<file path="config.mk">
export PLATFORM = sky130hd
export DESIGN_NAME = sru_top
export DESIGN_NICKNAME = d
export VERILOG_FILES = /design/src/rtl/sru_pkg.sv /design/src/rtl/sru_top.sv /design/src/rtl/sru_core.sv
export SDC_FILE = /design/constraint.sdc
export NUM_CORES = 1
export LEC_CHECK = 0
export BUFFER_PORTS_ARGS = -buffer_cell sky130_fd_sc_hd__buf_2
export CORE_AREA = 5 5 169 171
export DETAILED_ROUTE_END_ITERATION = 7
export DIE_AREA = 0 0 174 176
export PLACE_DENSITY = 0.6
export SETUP_SLACK_MARGIN = 0.1
export SLEW_MARGIN = 20
export SYNTH_ARGS = -nofsm -noshare
export SYNTH_HDL_FRONTEND = slang
export SYNTH_HIERARCHICAL = 1
export SYNTH_SLANG_ARGS = --single-unit
</file>
<file path="constraint.sdc">
create_clock -name ref_clk -period 5.1 [get_ports ref_clk]
set_clock_uncertainty 0.1 [all_clocks]
set_input_delay 0.765 -clock ref_clk [delete_from_list [all_inputs] [get_ports ref_clk]]
set_output_delay 0.765 -clock ref_clk [all_outputs]
set_load 0.05 [all_outputs]
</file>
<file path="src/rtl/sru_pkg.sv">
// Shared constants and types for the square root unit
package sru_pkg;

	// ---------------------------------------------------------------
	// Register map
	// ---------------------------------------------------------------
	localparam logic [7:0] SRU_ADDR_RAD0 = 8'hE8;
	localparam logic [7:0] SRU_ADDR_RAD1 = 8'hE9;
	localparam logic [7:0] SRU_ADDR_RAD2 = 8'hEA;
	localparam logic [7:0] SRU_ADDR_RAD3 = 8'hEB;
	localparam logic [7:0] SRU_ADDR_RAD4 = 8'hEC;
	localparam logic [7:0] SRU_ADDR_RES0 = 8'hED;
	localparam logic [7:0] SRU_ADDR_RES1 = 8'hEE;
	localparam logic [7:0] SRU_ADDR_RES2 = 8'hEF;

	// ---------------------------------------------------------------
	// Field layout and reset values
	// ---------------------------------------------------------------
	localparam int         SRU_RAD_BYTES  = 5;
	localparam int         SRU_RES_BYTES  = 3;
	localparam int         SRU_RAD_W      = 40;
	localparam int         SRU_ROOT_W     = 20;
	localparam int         SRU_REM_W      = 21;
	localparam int         SRU_TOP_KEEP_W = 4;
	localparam logic [7:0] SRU_RAD_RESET  = 8'h00;
	localparam logic [19:0] SRU_ROOT_RESET = 20'h0_0000;

	// ---------------------------------------------------------------
	// Timing
	// ---------------------------------------------------------------
	localparam int         SRU_CLK_PERIOD_NS  = 4;
	localparam int         SRU_CNT_W          = 6;
	localparam logic [5:0] SRU_CALC_CYCLES    = 6'h14;
	localparam int         SRU_MC_CLKS        = 12;
	localparam int         SRU_GUARANTEE_MC   = 4;
	localparam logic [5:0] SRU_GUARANTEE_CLKS =
		6'(SRU_MC_CLKS * SRU_GUARANTEE_MC);

	// ---------------------------------------------------------------
	// Types
	// ---------------------------------------------------------------
	typedef struct packed {
		logic [7:0] addr;
		logic       wrEn;
		logic       rdEn;
		logic [7:0] wrData;
	} sru_sfrReq_s;

	typedef struct packed {
		logic [7:0] rdData;
		logic       rdValid;
	} sru_sfrRsp_s;

	typedef enum logic [0:0] {
		SRU_IDLE = 1'b0,
		SRU_RUN  = 1'b1
	} sru_state_e;

endpackage

</file>
<file path="src/rtl/sru_top.sv">
// Square root unit on the controller's special function register bus
//
// Operation
// - Root of 40-bit radicand, five byte registers
// - 20-bit root readable from three bytes
// - Lowest radicand byte write starts; others store
// - Restoring method, one bit per clock
// - No interrupt; result ready within four machine cycles
// - Radicand bits 39 to 36 ignored
// - Result bits 23 to 20 read zero
// - Each low byte write restarts with current bytes
`timescale 1ns/1ns
`default_nettype none
module sru_top
	import sru_pkg::*;
(
	// Clock and reset
	input  wire logic        ref_clk,
	input  wire logic        rst_n,
	// Special function register bus
	input  wire sru_pkg::sru_sfrReq_s sfrReq,
	output logic             sfrHit,
	output sru_pkg::sru_sfrRsp_s      sfrRsp,
	// Status, not routed to any interrupt controller
	output logic             rootBusy,
	output logic             rootDone,
	output logic             rootSettled
);
	import sru_pkg::*;

	// ---------------------------------------------------------------
	// Reset release
	// ---------------------------------------------------------------
	logic [1:0]  rstSync_q;
	logic        rstSyncN;

	always_ff @(posedge ref_clk or negedge rst_n)
	begin
		if (!rst_n)
			rstSync_q <= 2'b00;
		else
			rstSync_q <= {rstSync_q[0], 1'b1};
	end

	assign rstSyncN = rstSync_q[1];

	// ---------------------------------------------------------------
	// Address decode
	// ---------------------------------------------------------------
	// Index 0..4 radicand bytes, 5..7 result bytes, 8 for a miss
	function automatic logic [3:0] decodeIdx(input logic [7:0] addr);
		logic [3:0] idx;
		idx = 4'h8;
		case (addr)
			SRU_ADDR_RAD0: idx = 4'h0;
			SRU_ADDR_RAD1: idx = 4'h1;
			SRU_ADDR_RAD2: idx = 4'h2;
			SRU_ADDR_RAD3: idx = 4'h3;
			SRU_ADDR_RAD4: idx = 4'h4;
			SRU_ADDR_RES0: idx = 4'h5;
			SRU_ADDR_RES1: idx = 4'h6;
			SRU_ADDR_RES2: idx = 4'h7;
			default:       idx = 4'h8;
		endcase
		return idx;
	endfunction

	logic [3:0]  accIdx;
	logic        wrHit;
	logic        rdHit;
	logic        startCalc;

	assign accIdx    = decodeIdx(sfrReq.addr);
	assign sfrHit    = (accIdx != 4'h8) && (sfrReq.wrEn || sfrReq.rdEn);
	assign wrHit     = sfrReq.wrEn && (accIdx < 4'h5);
	assign rdHit     = sfrReq.rdEn && (accIdx != 4'h8);
	// Only the lowest byte triggers; upper bytes are plain storage
	assign startCalc = sfrReq.wrEn && (accIdx == 4'h0);

	// ---------------------------------------------------------------
	// Radicand byte registers
	// ---------------------------------------------------------------
	logic [7:0]  radByte_q [SRU_RAD_BYTES];
	logic [39:0] radNow;

	genvar gi;
	generate
		for (gi = 0; gi < SRU_RAD_BYTES; gi++)
		begin : g_rad
			always_ff @(posedge ref_clk or negedge rstSyncN)
			begin
				if (!rstSyncN)
					radByte_q[gi] <= SRU_RAD_RESET;
				else if (wrHit && accIdx == 4'(gi))
					radByte_q[gi] <= sfrReq.wrData;
			end
		end
	endgenerate

	// The triggering byte is taken straight from the bus, so the run
	// starts on the write edge and still sees every current byte.
	assign radNow = {radByte_q[4], radByte_q[3], radByte_q[2],
		radByte_q[1], sfrReq.wrData};

	// ---------------------------------------------------------------
	// Engine
	// ---------------------------------------------------------------
	logic [19:0] rootVal;
	logic        coreBusy;
	logic        coreDone;

	sru_core u_sru_core (
		.clk      (ref_clk),
		.rstN     (rstSyncN),
		.start    (startCalc),
		.radicand (radNow),
		.busy     (coreBusy),
		.done     (coreDone),
		.root     (rootVal)
	);

	// ---------------------------------------------------------------
	// Fixed interval tracking
	// ---------------------------------------------------------------
	// Software cannot poll a completion interrupt, so rootSettled
	// reports when the promised interval has run out; the engine
	// finishes well inside it.
	logic [5:0]  sinceStart_q;
	logic        settled_q;

	always_ff @(posedge ref_clk or negedge rstSyncN)
	begin
		if (!rstSyncN)
		begin
			sinceStart_q <= '0;
			settled_q    <= 1'b1;
		end
		else if (startCalc)
		begin
			sinceStart_q <= '0;
			settled_q    <= 1'b0;
		end
		else if (!settled_q)
		begin
			sinceStart_q <= sinceStart_q + 6'h01;
			if (sinceStart_q == SRU_GUARANTEE_CLKS - 6'h01)
				settled_q <= 1'b1;
		end
	end

	assign rootBusy    = coreBusy;
	assign rootDone    = coreDone;
	assign rootSettled = settled_q;

	// ---------------------------------------------------------------
	// Read path
	// ---------------------------------------------------------------
	logic [7:0]  rdMux;

	always_comb
	begin
		rdMux = 8'h00;
		case (accIdx)
			4'h0: rdMux = radByte_q[0];
			4'h1: rdMux = radByte_q[1];
			4'h2: rdMux = radByte_q[2];
			4'h3: rdMux = radByte_q[3];
			// Ignored top nibble never shows on read-back
			4'h4: rdMux = {4'h0, radByte_q[4][3:0]};
			4'h5: rdMux = rootVal[7:0];
			4'h6: rdMux = rootVal[15:8];
			4'h7: rdMux = {4'h0, rootVal[19:16]};
			default: rdMux = 8'h00;
		endcase
	end

	// Read data comes one cycle after the request, from a flop
	always_ff @(posedge ref_clk or negedge rstSyncN)
	begin
		if (!rstSyncN)
		begin
			sfrRsp.rdData  <= 8'h00;
			sfrRsp.rdValid <= 1'b0;
		end
		else
		begin
			sfrRsp.rdValid <= rdHit;
			sfrRsp.rdData  <= rdHit ? rdMux : 8'h00;
		end
	end

endmodule // sru_top
`default_nettype wire

</file>
<file path="src/rtl/sru_core.sv">
// Bit-serial restoring integer square root engine
`timescale 1ns/1ns
`default_nettype none
module sru_core
	import sru_pkg::*;
(
	// Clock and reset
	input  wire logic        clk,
	input  wire logic        rstN,
	// Request
	input  wire logic        start,
	input  wire logic [39:0] radicand,
	// Result
	output logic             busy,
	output logic             done,
	output logic [19:0]      root
);
	import sru_pkg::*;

	sru_state_e          state_q;
	logic [39:0]         radSh_q;
	logic [20:0]         rem_q;
	logic [19:0]         acc_q;
	logic [5:0]          cnt_q;
	logic [22:0]         remShift;
	logic [22:0]         trial;
	logic [22:0]         diff;
	logic                take;
	logic [20:0]         remNext;
	logic [19:0]         accNext;

	// ---------------------------------------------------------------
	// One root bit per cycle
	// ---------------------------------------------------------------
	always_comb
	begin
		remShift = {rem_q, radSh_q[39:38]};
		trial    = {1'b0, acc_q, 2'b01};
		diff     = remShift - trial;
		take     = (remShift >= trial);
		remNext  = take ? diff[20:0] : remShift[20:0];
		accNext  = {acc_q[18:0], take};
	end

	// ---------------------------------------------------------------
	// Sequencing; a new start always wins over a run in progress
	// ---------------------------------------------------------------
	always_ff @(posedge clk or negedge rstN)
	begin
		if (!rstN)
		begin
			state_q <= SRU_IDLE;
			radSh_q <= '0;
			rem_q   <= '0;
			acc_q   <= '0;
			cnt_q   <= '0;
		end
		else if (start)
		begin
			// Top nibble is forced clear so it cannot reach the root
			state_q <= SRU_RUN;
			radSh_q <= {{SRU_TOP_KEEP_W{1'b0}}, radicand[35:0]};
			rem_q   <= '0;
			acc_q   <= '0;
			cnt_q   <= '0;
		end
		else
		begin
			case (state_q)
				SRU_RUN:
				begin
					radSh_q <= {radSh_q[37:0], 2'b00};
					rem_q   <= remNext;
					acc_q   <= accNext;
					cnt_q   <= cnt_q + 6'h01;
					if (cnt_q == SRU_CALC_CYCLES - 6'h01)
						state_q <= SRU_IDLE;
				end
				default:
					state_q <= SRU_IDLE;
			endcase
		end
	end

	// Finished root is held until the next run completes
	always_ff @(posedge clk or negedge rstN)
	begin
		if (!rstN)
		begin
			root <= SRU_ROOT_RESET;
			done <= 1'b0;
		end
		else
		begin
			done <= 1'b0;
			if (!start && state_q == SRU_RUN
				&& cnt_q == SRU_CALC_CYCLES - 6'h01)
			begin
				root <= accNext;
				done <= 1'b1;
			end
		end
	end

	assign busy = (state_q == SRU_RUN);

endmodule // sru_core
`default_nettype wire

</file>
# Yosys cells after proc, flatten, opt, wreduce, memory -nomap -nowiden
# Index checks and enable logic that the tools add are counted.
[op_classes]
addsub = 3
order_cmp = 2
n_eq_ne = 19
reduce_logical = 15
mux = 21
[ops]
columns = ["op", "n"]
rows = [
  ["$mux W40", 2],
  ["$eq A8 B8 Y1 const B", 8],
  ["$pmux W8 S8", 1],
  ["$mux W21", 3],
  ["$mux W20", 2],
  ["$pmux W4 S8", 1],
  ["$mux W6", 4],
  ["$ge A23 B22 Y1", 1],
  ["$sub A21 B21 Y21", 1],
  ["$eq A4 B3 Y1 const B", 4],
  ["$add A6 B1 Y6 const B", 2],
  ["$logic_and A1 B1 Y1", 11],
  ["$eq A4 B2 Y1 const B", 2],
  ["$mux W8", 1],
  ["$mux W1", 7],
  ["$eq A6 B5 Y1 const B", 1],
  ["$eq A6 B6 Y1 const B", 1],
  ["$eq A4 B1 Y1 const B", 1],
  ["$logic_not A4 Y1", 1],
  ["$lt A4 B3 Y1 const B", 1],
  ["$ne A4 B4 Y1 const B", 1],
  ["$ne A2 B1 Y1 const B", 1],
  ["$reduce_bool A2 Y1", 1],
  ["$logic_not A1 Y1", 1],
  ["$logic_or A1 B1 Y1", 1],
]
[totals]
reg_bits = 163
word_cells = 77
out_inout_bits = 13

# Depth between registers and ports, before layout
# Gate-level depths: netlist of run 1.
[logic_depth]
depth_word = 8
depth_mapped = 12

# Cells and area by module
# Netlist of run 1, hierarchy kept.
[by_module_without_submodules]
columns = ["module", "seq_area_each_um2", "area_each_um2", "instances", "cells_each"]
rows = [
  ["sru_core", 2727.6, 5731.7, 1, 590],
  ["sru_top", 1452.6, 2737.6, 1, 217],
]

# Least setup slack after synthesis of run 1
# No wires, ideal clock.
[synth_path]
path_kind = "in2reg"
start = "input sfrReq[14] (netlist bit)"
end = "register u_sru_core.root[0]"
t_arrival_ns = 2.621
setup_slack_ns = 2.296
n_path_buf = 4
cell_stages = 12
required_ns = 4.917
cell_sequence = "and4b_1 -> buf_4 -> nand2_4 -> nor4_4 -> buf_6 -> clkbuf_1 -> nand4bb_1 -> nor3_1 -> nand2_1 -> clkbuf_1 -> nand2_1 -> o21ai_0"
[synth_between]
elab_chain_len = 7
elab_cells_between_ends = 14
classes_between = "eq/ne: 8; mux: 1; reduce/logical: 5"
[synth_rtl]
columns = ["item", "line", "source"]
rows = [
  ["from (decl)", "sru_top.sv:21", "input wire sru_pkg::sru_sfrReq_s sfrReq,"],
  ["$eq A8 B8 Y1", "sru_top.sv:54", "case (addr)"],
  ["$pmux W4 S8 (*)", "sru_top.sv:54", ""],
  ["$logic_not A4 Y1 (*)", "sru_top.sv:78", "assign startCalc = sfrReq.wrEn && (accIdx == 4'h0);"],
  ["$logic_and A1 B1 Y1 (*)", "sru_top.sv:78", ""],
  ["via startCalc", "sru_top.sv:71", "logic startCalc;"],
  ["$logic_not A1 Y1 (*)", "sru_core.sv:96", "if (!start && state_q == SRU_RUN"],
  ["$logic_and A1 B1 Y1 (*)", "sru_core.sv:96", ""],
  ["$logic_and A1 B1 Y1 (*)", "sru_core.sv:97", "&& cnt_q == SRU_CALC_CYCLES - 6'h01)"],
  ["to (signal assigned)", "sru_core.sv:99", "root <= accNext;"],
  ["to (decl)", "sru_core.sv:16", "output logic [19:0] root"],
]
# Mark *: on every way through the listed nets, which the timed path passes. The rest lies on a longest branch.
# A chain may end at the register's enable or synchronous reset.

# Worst setup path in the final report of run 1
[layout_path]
start = "input sfrReq[14] (netlist bit)"
end = "register u_sru_core.radSh_q[28]"
[layout_between]
elab_chain_len = 5
elab_cells_between_ends = 13
classes_between = "eq/ne: 8; mux: 2; reduce/logical: 3"
[layout_rtl]
columns = ["item", "line", "source"]
rows = [
  ["$eq A8 B8 Y1", "sru_top.sv:54", ""],
  ["$pmux W4 S8 (*)", "sru_top.sv:54", ""],
  ["$logic_not A4 Y1 (*)", "sru_top.sv:78", ""],
  ["$logic_and A1 B1 Y1 (*)", "sru_top.sv:78", ""],
  ["$mux W40 / $reduce_bool A2 Y1 (equally long branches)", "--", ""],
  ["to (signal assigned)", "sru_core.sv:62", "radSh_q <= {{SRU_TOP_KEEP_W{1'b0}}, radicand[35:0]};"],
  ["to (signal assigned)", "sru_core.sv:72", "radSh_q <= {radSh_q[37:0], 2'b00};"],
  ["to (decl)", "sru_core.sv:21", "logic [39:0] radSh_q;"],
]
# Mark *: on every way between the ends. The rest lies on a longest branch, timed or not.

==> results.toml, run 1 <==
[status]
status = "completed"

[clock_network]
clock-sinks = 163
h-tree-depth = 4
clk_latency_ns = 0.42
cts.path.max_buffers = 2
cts_tree = "built"
numCtsBuffers = 17
clockRootBuffer = "clkbuf_16"
cts_setup_buffers = 0
clkTransAtPathRegs_ns = 0.06

[grt]
antenna_found_initial = 0
grt_pass1_vias = 5761
grt_max_degree = 90
gr-total-overflow = 0
grt_use_total = 0.123
grt_pass1_wl_um = 30700

[die]
die_area_mm2 = 0.0306
ios = 33
die_width_um = 174
start_util = 0.311
core_region_area_mm2 = 0.0267
die_h_um = 176
row_count = 60

[detailed_routing]
first_pass_iters = 5
postRouteWirelength_um = 18600
vias_per_cell = 5.01
antenna_left = 0
drtIter0Drc = 283
wl_per_cell_um = 16.0
vias = 5838
drc = 0

[logic_synthesis]
syn_nets = 843
syn_area_mm2 = 0.00832
synth_area_per_cell_um2 = 10.4
synthCells = 799
synth_warnings = 6

[critical_path]
cpPeakStageDelay_ns = 0.68
crit_buf_inv = 3
startpoint_type = "input port"
worstSetupEndpointType = "flip-flop"
path_cells = "buf_2 > and4b_1 > nand2_4 > nor4_4 > buf_4 > buf_4 > o21ai_0"
worstSetupPathType = "in2reg"
cpMostUsedCell = "buf_4"
crit_required_ns = 5.26
critPathMaxFanout = 72
critPathTopFamily = "buffers and inverters"
worstPathArrival_ns = 3.14
crit_slowest_cell = "buf_4"

[sta]
max_slew.worst_pin.slew_ns = 1.04
setup_tns_ns = 0
period_share = 0.584
setup_viol = 0
rsz0062_at_grt = "false"
relSlewSlack = 0.304
layout_min_cycle_time_ns = 2.98
final_hold_viol_count = 0
finalMaxSlewViolations = 0
fmax_ghz = 0.336
hold_slack_ns = 0.258

[pwr]
ir_drop_mv = 0.337
power_mw = 5.75
power-per-cell-area_mw_per_mm2 = 613
p_leak_nw = 4.09

[placed_design]
detailed_place_hpwl_um = 12400
gp_congestion = 0.869
port_buffers = 32

[finish]
final_core_util = 0.351
fillers = 2698
num-nets-final = 855
area_delta_synth_final_pct = 12.8
final_common_cell = "dfrtp_1"
multi_input_area_mm2 = 0.00391
final_cell_mix = "dfrtp_1 (160), nor2_1 (85), mux2i_1 (78)"
seq_area_mm2 = 0.00409
diodes = 0
drive_gt1_frac = 0.149

[flow_run]
drv_cap = 0

[min_path]
hp-class = "reg2reg"
-- repair_timing --
action / CTS / global route
resized for setup: 0 / 0
endpoints found under the hold margin: 1 / 0
hold buffers: 1 / 0
-- power by group --
part           internal [mW]  switching (mW)  leakage (nW)  total (mW)
clock                  0.896           0.510         0.315        1.41
combinational           1.05            1.32          1.86        2.37
sequential              1.66           0.318          1.91        1.98
-- worst register-to-register path: stages, from the launching register on --
cell and delay, ns:
dfrtp_1 0.39, inv_1 0.11, ha_1 0.29, nor2b_1 0.17, o31a_1 0.28, o221a_2 0.25
o21ai_0 0.37, nor2b_1 0.27, o21ai_0 0.13, xor2_1 0.16, mux2i_1 0.09, a211oi_1 0.24
-- per-layer routing --
layer	share of wire	wire, µm	track usage	vias to the layer above
met5	0	0	0	-
met4	0.015	276	0.0373	0
met1	0.50	9250	0.172	2874
met2	0.46	8510	0.194	101
met3	0.031	583	0.0246	23
li1	-	-	-	2840
-- final timing paths --
| kind | cells after the start | slack, ns | startpoint | endpoint |
|---|---|---|---|---|
| setup / recovery | 7 | 2.12 | sfrReq[14] | u_sru_core/radSh_q[28] |
| hold / removal | 0 | 0.26 | rstSync_q[0] | rstSync_q[1] |
| setup reg to reg | 11 | 2.13 | u_sru_core/acc_q[0] | u_sru_core/rem_q[12] |
| hold reg to reg | 0 | 0.26 | rstSync_q[0] | rstSync_q[1] |
| max in group asynchronous | 1 | 3.49 | rstSync_q[1] | u_sru_core/busy |
| min in group asynchronous | 0 | 0.39 | rstSync_q[1] | sinceStart_q[3] |
-- sequential cells by signal, indices dropped and copies added, names as in the netlist --
name                cells
u_sru_core/rem_q       21
u_sru_core/radSh_q     40
rootSettled             1
sfrRsp                  9
radByte_q              36
u_sru_core/root        20
u_sru_core/cnt_q        6
u_sru_core/busy         1
sinceStart_q            6
u_sru_core/acc_q       20
u_sru_core/done         1
rstSync_q               2
-- through the flow --
step | cell area (µm²) | setup slack (ns) | std cells
2_1_floorplan | 8320 | 0.124 | 799
3_3_place_gp | 8730 | 1.73 | 1132
3_5_place_dp | 8730 | 1.65 | 1132
4_1_cts | 9390 | 2.10 | 1165
5_1_grt | 9390 | 1.86 | 1165
6_report | 9390 | 2.12 | 1165
-- area by class of cell --
class	count	area share
sequential	163	0.435
multi-input combinational	564	0.417
clock buffer	23	0.0498
tap	341	0.0454
timing repair buffer	37	0.0227
clock inverter	9	0.0189
inverter	28	0.0112
Power figures use the tool's default switching activity.
==> run 2, diff against run 1 <==
--- a/config.mk
+++ b/config.mk
@@ -5,10 +5,11 @@
 export SDC_FILE = /design/constraint.sdc
 export NUM_CORES = 1
 export LEC_CHECK = 0
+export ABC_AREA = 1
 export BUFFER_PORTS_ARGS = -buffer_cell sky130_fd_sc_hd__buf_2
-export CORE_AREA = 5 5 169 171
+export CORE_AREA = 5 5 174 176
 export DETAILED_ROUTE_END_ITERATION = 7
-export DIE_AREA = 0 0 174 176
+export DIE_AREA = 0 0 179 181
 export PLACE_DENSITY = 0.6
 export SETUP_SLACK_MARGIN = 0.1
 export SLEW_MARGIN = 20
==> constraint.sdc (replaced) <==
create_clock -name ref_clk -period 2.44 [get_ports ref_clk]
set_clock_uncertainty 0.1 [all_clocks]
set_input_delay 0.366 -clock ref_clk [delete_from_list [all_inputs] [get_ports ref_clk]]
set_output_delay 0.366 -clock ref_clk [all_outputs]
set_load 0.05 [all_outputs]
==> results.toml, run 2 <==
[placed_design]
placed_cells = 1524
placed_area_mm2 = 0.00952
port_buffers = 32
dp_slack_ns = 0.0677
detailed_place_hpwl_um = 16100
gp_congestion = 0.888

[finish]
final_cell_mix = "nand2_1 (350), dfrtp_1 (161), inv_1 (142)"
final_common_cell = "nand2_1"
drive_gt1_frac = 0.138
biggestRegsByFlops = "u_sru_core/radSh_q x40, radByte_q x36, u_sru_core/rem_q x21"
fin_area_mm2 = 0.0103
num-nets-final = 1210
area_delta_synth_final_pct = 16.2
top_register = "u_sru_core/radSh_q"
diodes = 0
final_core_util = 0.362
fillers = 2956
final_cells = 1563
largest_reg_flops = 40
multi_input_area_mm2 = 0.00410
seq_area_mm2 = 0.00408

[sta]
finalMaxSlewViolations = 0
fmax_ghz = 0.446
setup_tns_ns = 0
max_slew.worst_pin.slew_ns = 0.584
final_hold_viol_count = 0
period_share = 0.918
relSlewSlack = 0.609
setup_slack_ns = 0.199
setup_viol = 0
layout_min_cycle_time_ns = 2.24
rsz0062_at_grt = "false"
hold_slack_ns = 0.0646

[pwr]
power.share.combinational = 0.523
power_mw = 13.7
ir_drop_mv = 0.579
internal-power_mw = 7.47
p_leak_nw = 4.92
pwr-share-clk = 0.192
power-per-cell-area_mw_per_mm2 = 1330
pwr-share-seq = 0.285
swShare = 0.454
switchingPower_mw = 6.22

[logic_synthesis]
syn_nets = 1171
synth_warnings = 6
synthCells = 1127
syn_area_mm2 = 0.00887
synth_area_per_cell_um2 = 7.87

[critical_path]
reg2reg_from = "u_sru_core/acc_q[14]"
crit_required_ns = 2.66
critPathMaxFanout = 12
reg2reg_slack_ns = 0.20
timing.rr.end = "u_sru_core/root[0]"
worstSetupPathType = "reg2reg"
rr_worst_depth = 12
startpoint_type = "flip-flop"
worstPathArrival_ns = 2.46
worstSetupEndpointType = "flip-flop"

[clock_network]
numCtsBuffers = 17
clockRootBuffer = "clkbuf_16"
h-tree-depth = 4
clock-sinks = 163
clk_latency_ns = 0.44
clkTransAtPathRegs_ns = 0.07
cts_tree = "built"
cts.path.max_buffers = 2

[detailed_routing]
vias_per_cell = 4.71
antenna_left = 0
wl_per_cell_um = 14.4
drc = 0
postRouteWirelength_um = 22500
vias = 7361
first_pass_iters = 5
drtIter0Drc = 433

[grt]
gr-total-overflow = 0
grt_pass1_vias = 7104
grt_max_degree = 91
grt_pass1_wl_um = 37000
antenna_found_initial = 0
grt_use_total = 0.141

[min_path]
hold_path_depth = 3
holdCritStartpoint = "sfrReq[1]"
hold_end = "u_sru_core/radSh_q[1]"
hp-class = "in2reg"

[die]
die_area_mm2 = 0.0324
start_util = 0.312
die_width_um = 179
die_h_um = 181
row_count = 62
core_region_area_mm2 = 0.0285
ios = 33

[flow_run]
drv_cap = 0

[status]
status = "completed"
## run 2: critical path, cell delays in order, from the launching register on
cell,delay (ns)
dfrtp_1,0.36
inv_1,0.10
ha_2,0.32
nand2_1,0.08
nand2_1,0.07
nand2_1,0.06
nand2_1,0.10
nand2_1,0.08
nand3_1,0.15
nor2_4,0.18
buf_4,0.16
nand2_8,0.09
mux2_2,0.28
## run 2: timing repair
item	4_1_cts	5_1_grt
pin swaps	0	5
cloned	0	1
gates resized for setup	1	29
hold buffers	1	0
setup buffers	0	5
hold endpoints to repair	2	0
setup endpoints to repair	8	23
## run 2: cell type report
cell class,count,share of cell area
inverters,155,0.0564
well taps,384,0.0466
multi-input cells,768,0.398
clock inverters,15,0.0158
flip-flops and latches,163,0.396
repair buffers,61,0.0456
clock buffers,17,0.0413
## run 2: how the worst max path moves through the flow
| stage | from | endpoint | slack [ns] | depth (start not counted) |
|---|---|---|---|---|
| floorplan | sfrReq[14] | sfrHit | 0.32 | 6 |
| global placement | u_sru_core/rem_q[14] | u_sru_core/rem_q[17] | 0.1 | 14 |
| detailed placement | u_sru_core/acc_q[0] | u_sru_core/root[0] | 0.07 | 11 |
| CTS | u_sru_core/rem_q[14] | u_sru_core/rem_q[17] | 0.06 | 14 |
| global route | u_sru_core/acc_q[9] | u_sru_core/rem_q[6] | 0.09 | 13 |
| finish | u_sru_core/acc_q[14] | u_sru_core/root[0] | 0.20 | 12 |
## run 2: power by group through the flow
stage          Clock, mW  Combinational [mW]  Sequential (mW)
6_report            2.63                7.16             3.90
3_3_place_gp           0                6.68             3.90
3_5_place_dp           0                6.72             3.91
5_1_grt             2.82                8.09             3.98
4_1_cts             2.70                6.74             3.87
2_1_floorplan          0                5.07             3.86
## run 2: per-layer routing
layer	part of all wire	up-vias	wire, µm	track usage
met4	0.013	0	298	0.0332
li1	-	3709	-	-
met5	0	-	0	0
met1	0.48	3542	10800	0.195
met3	0.028	17	626	0.0255
met2	0.48	93	10800	0.231
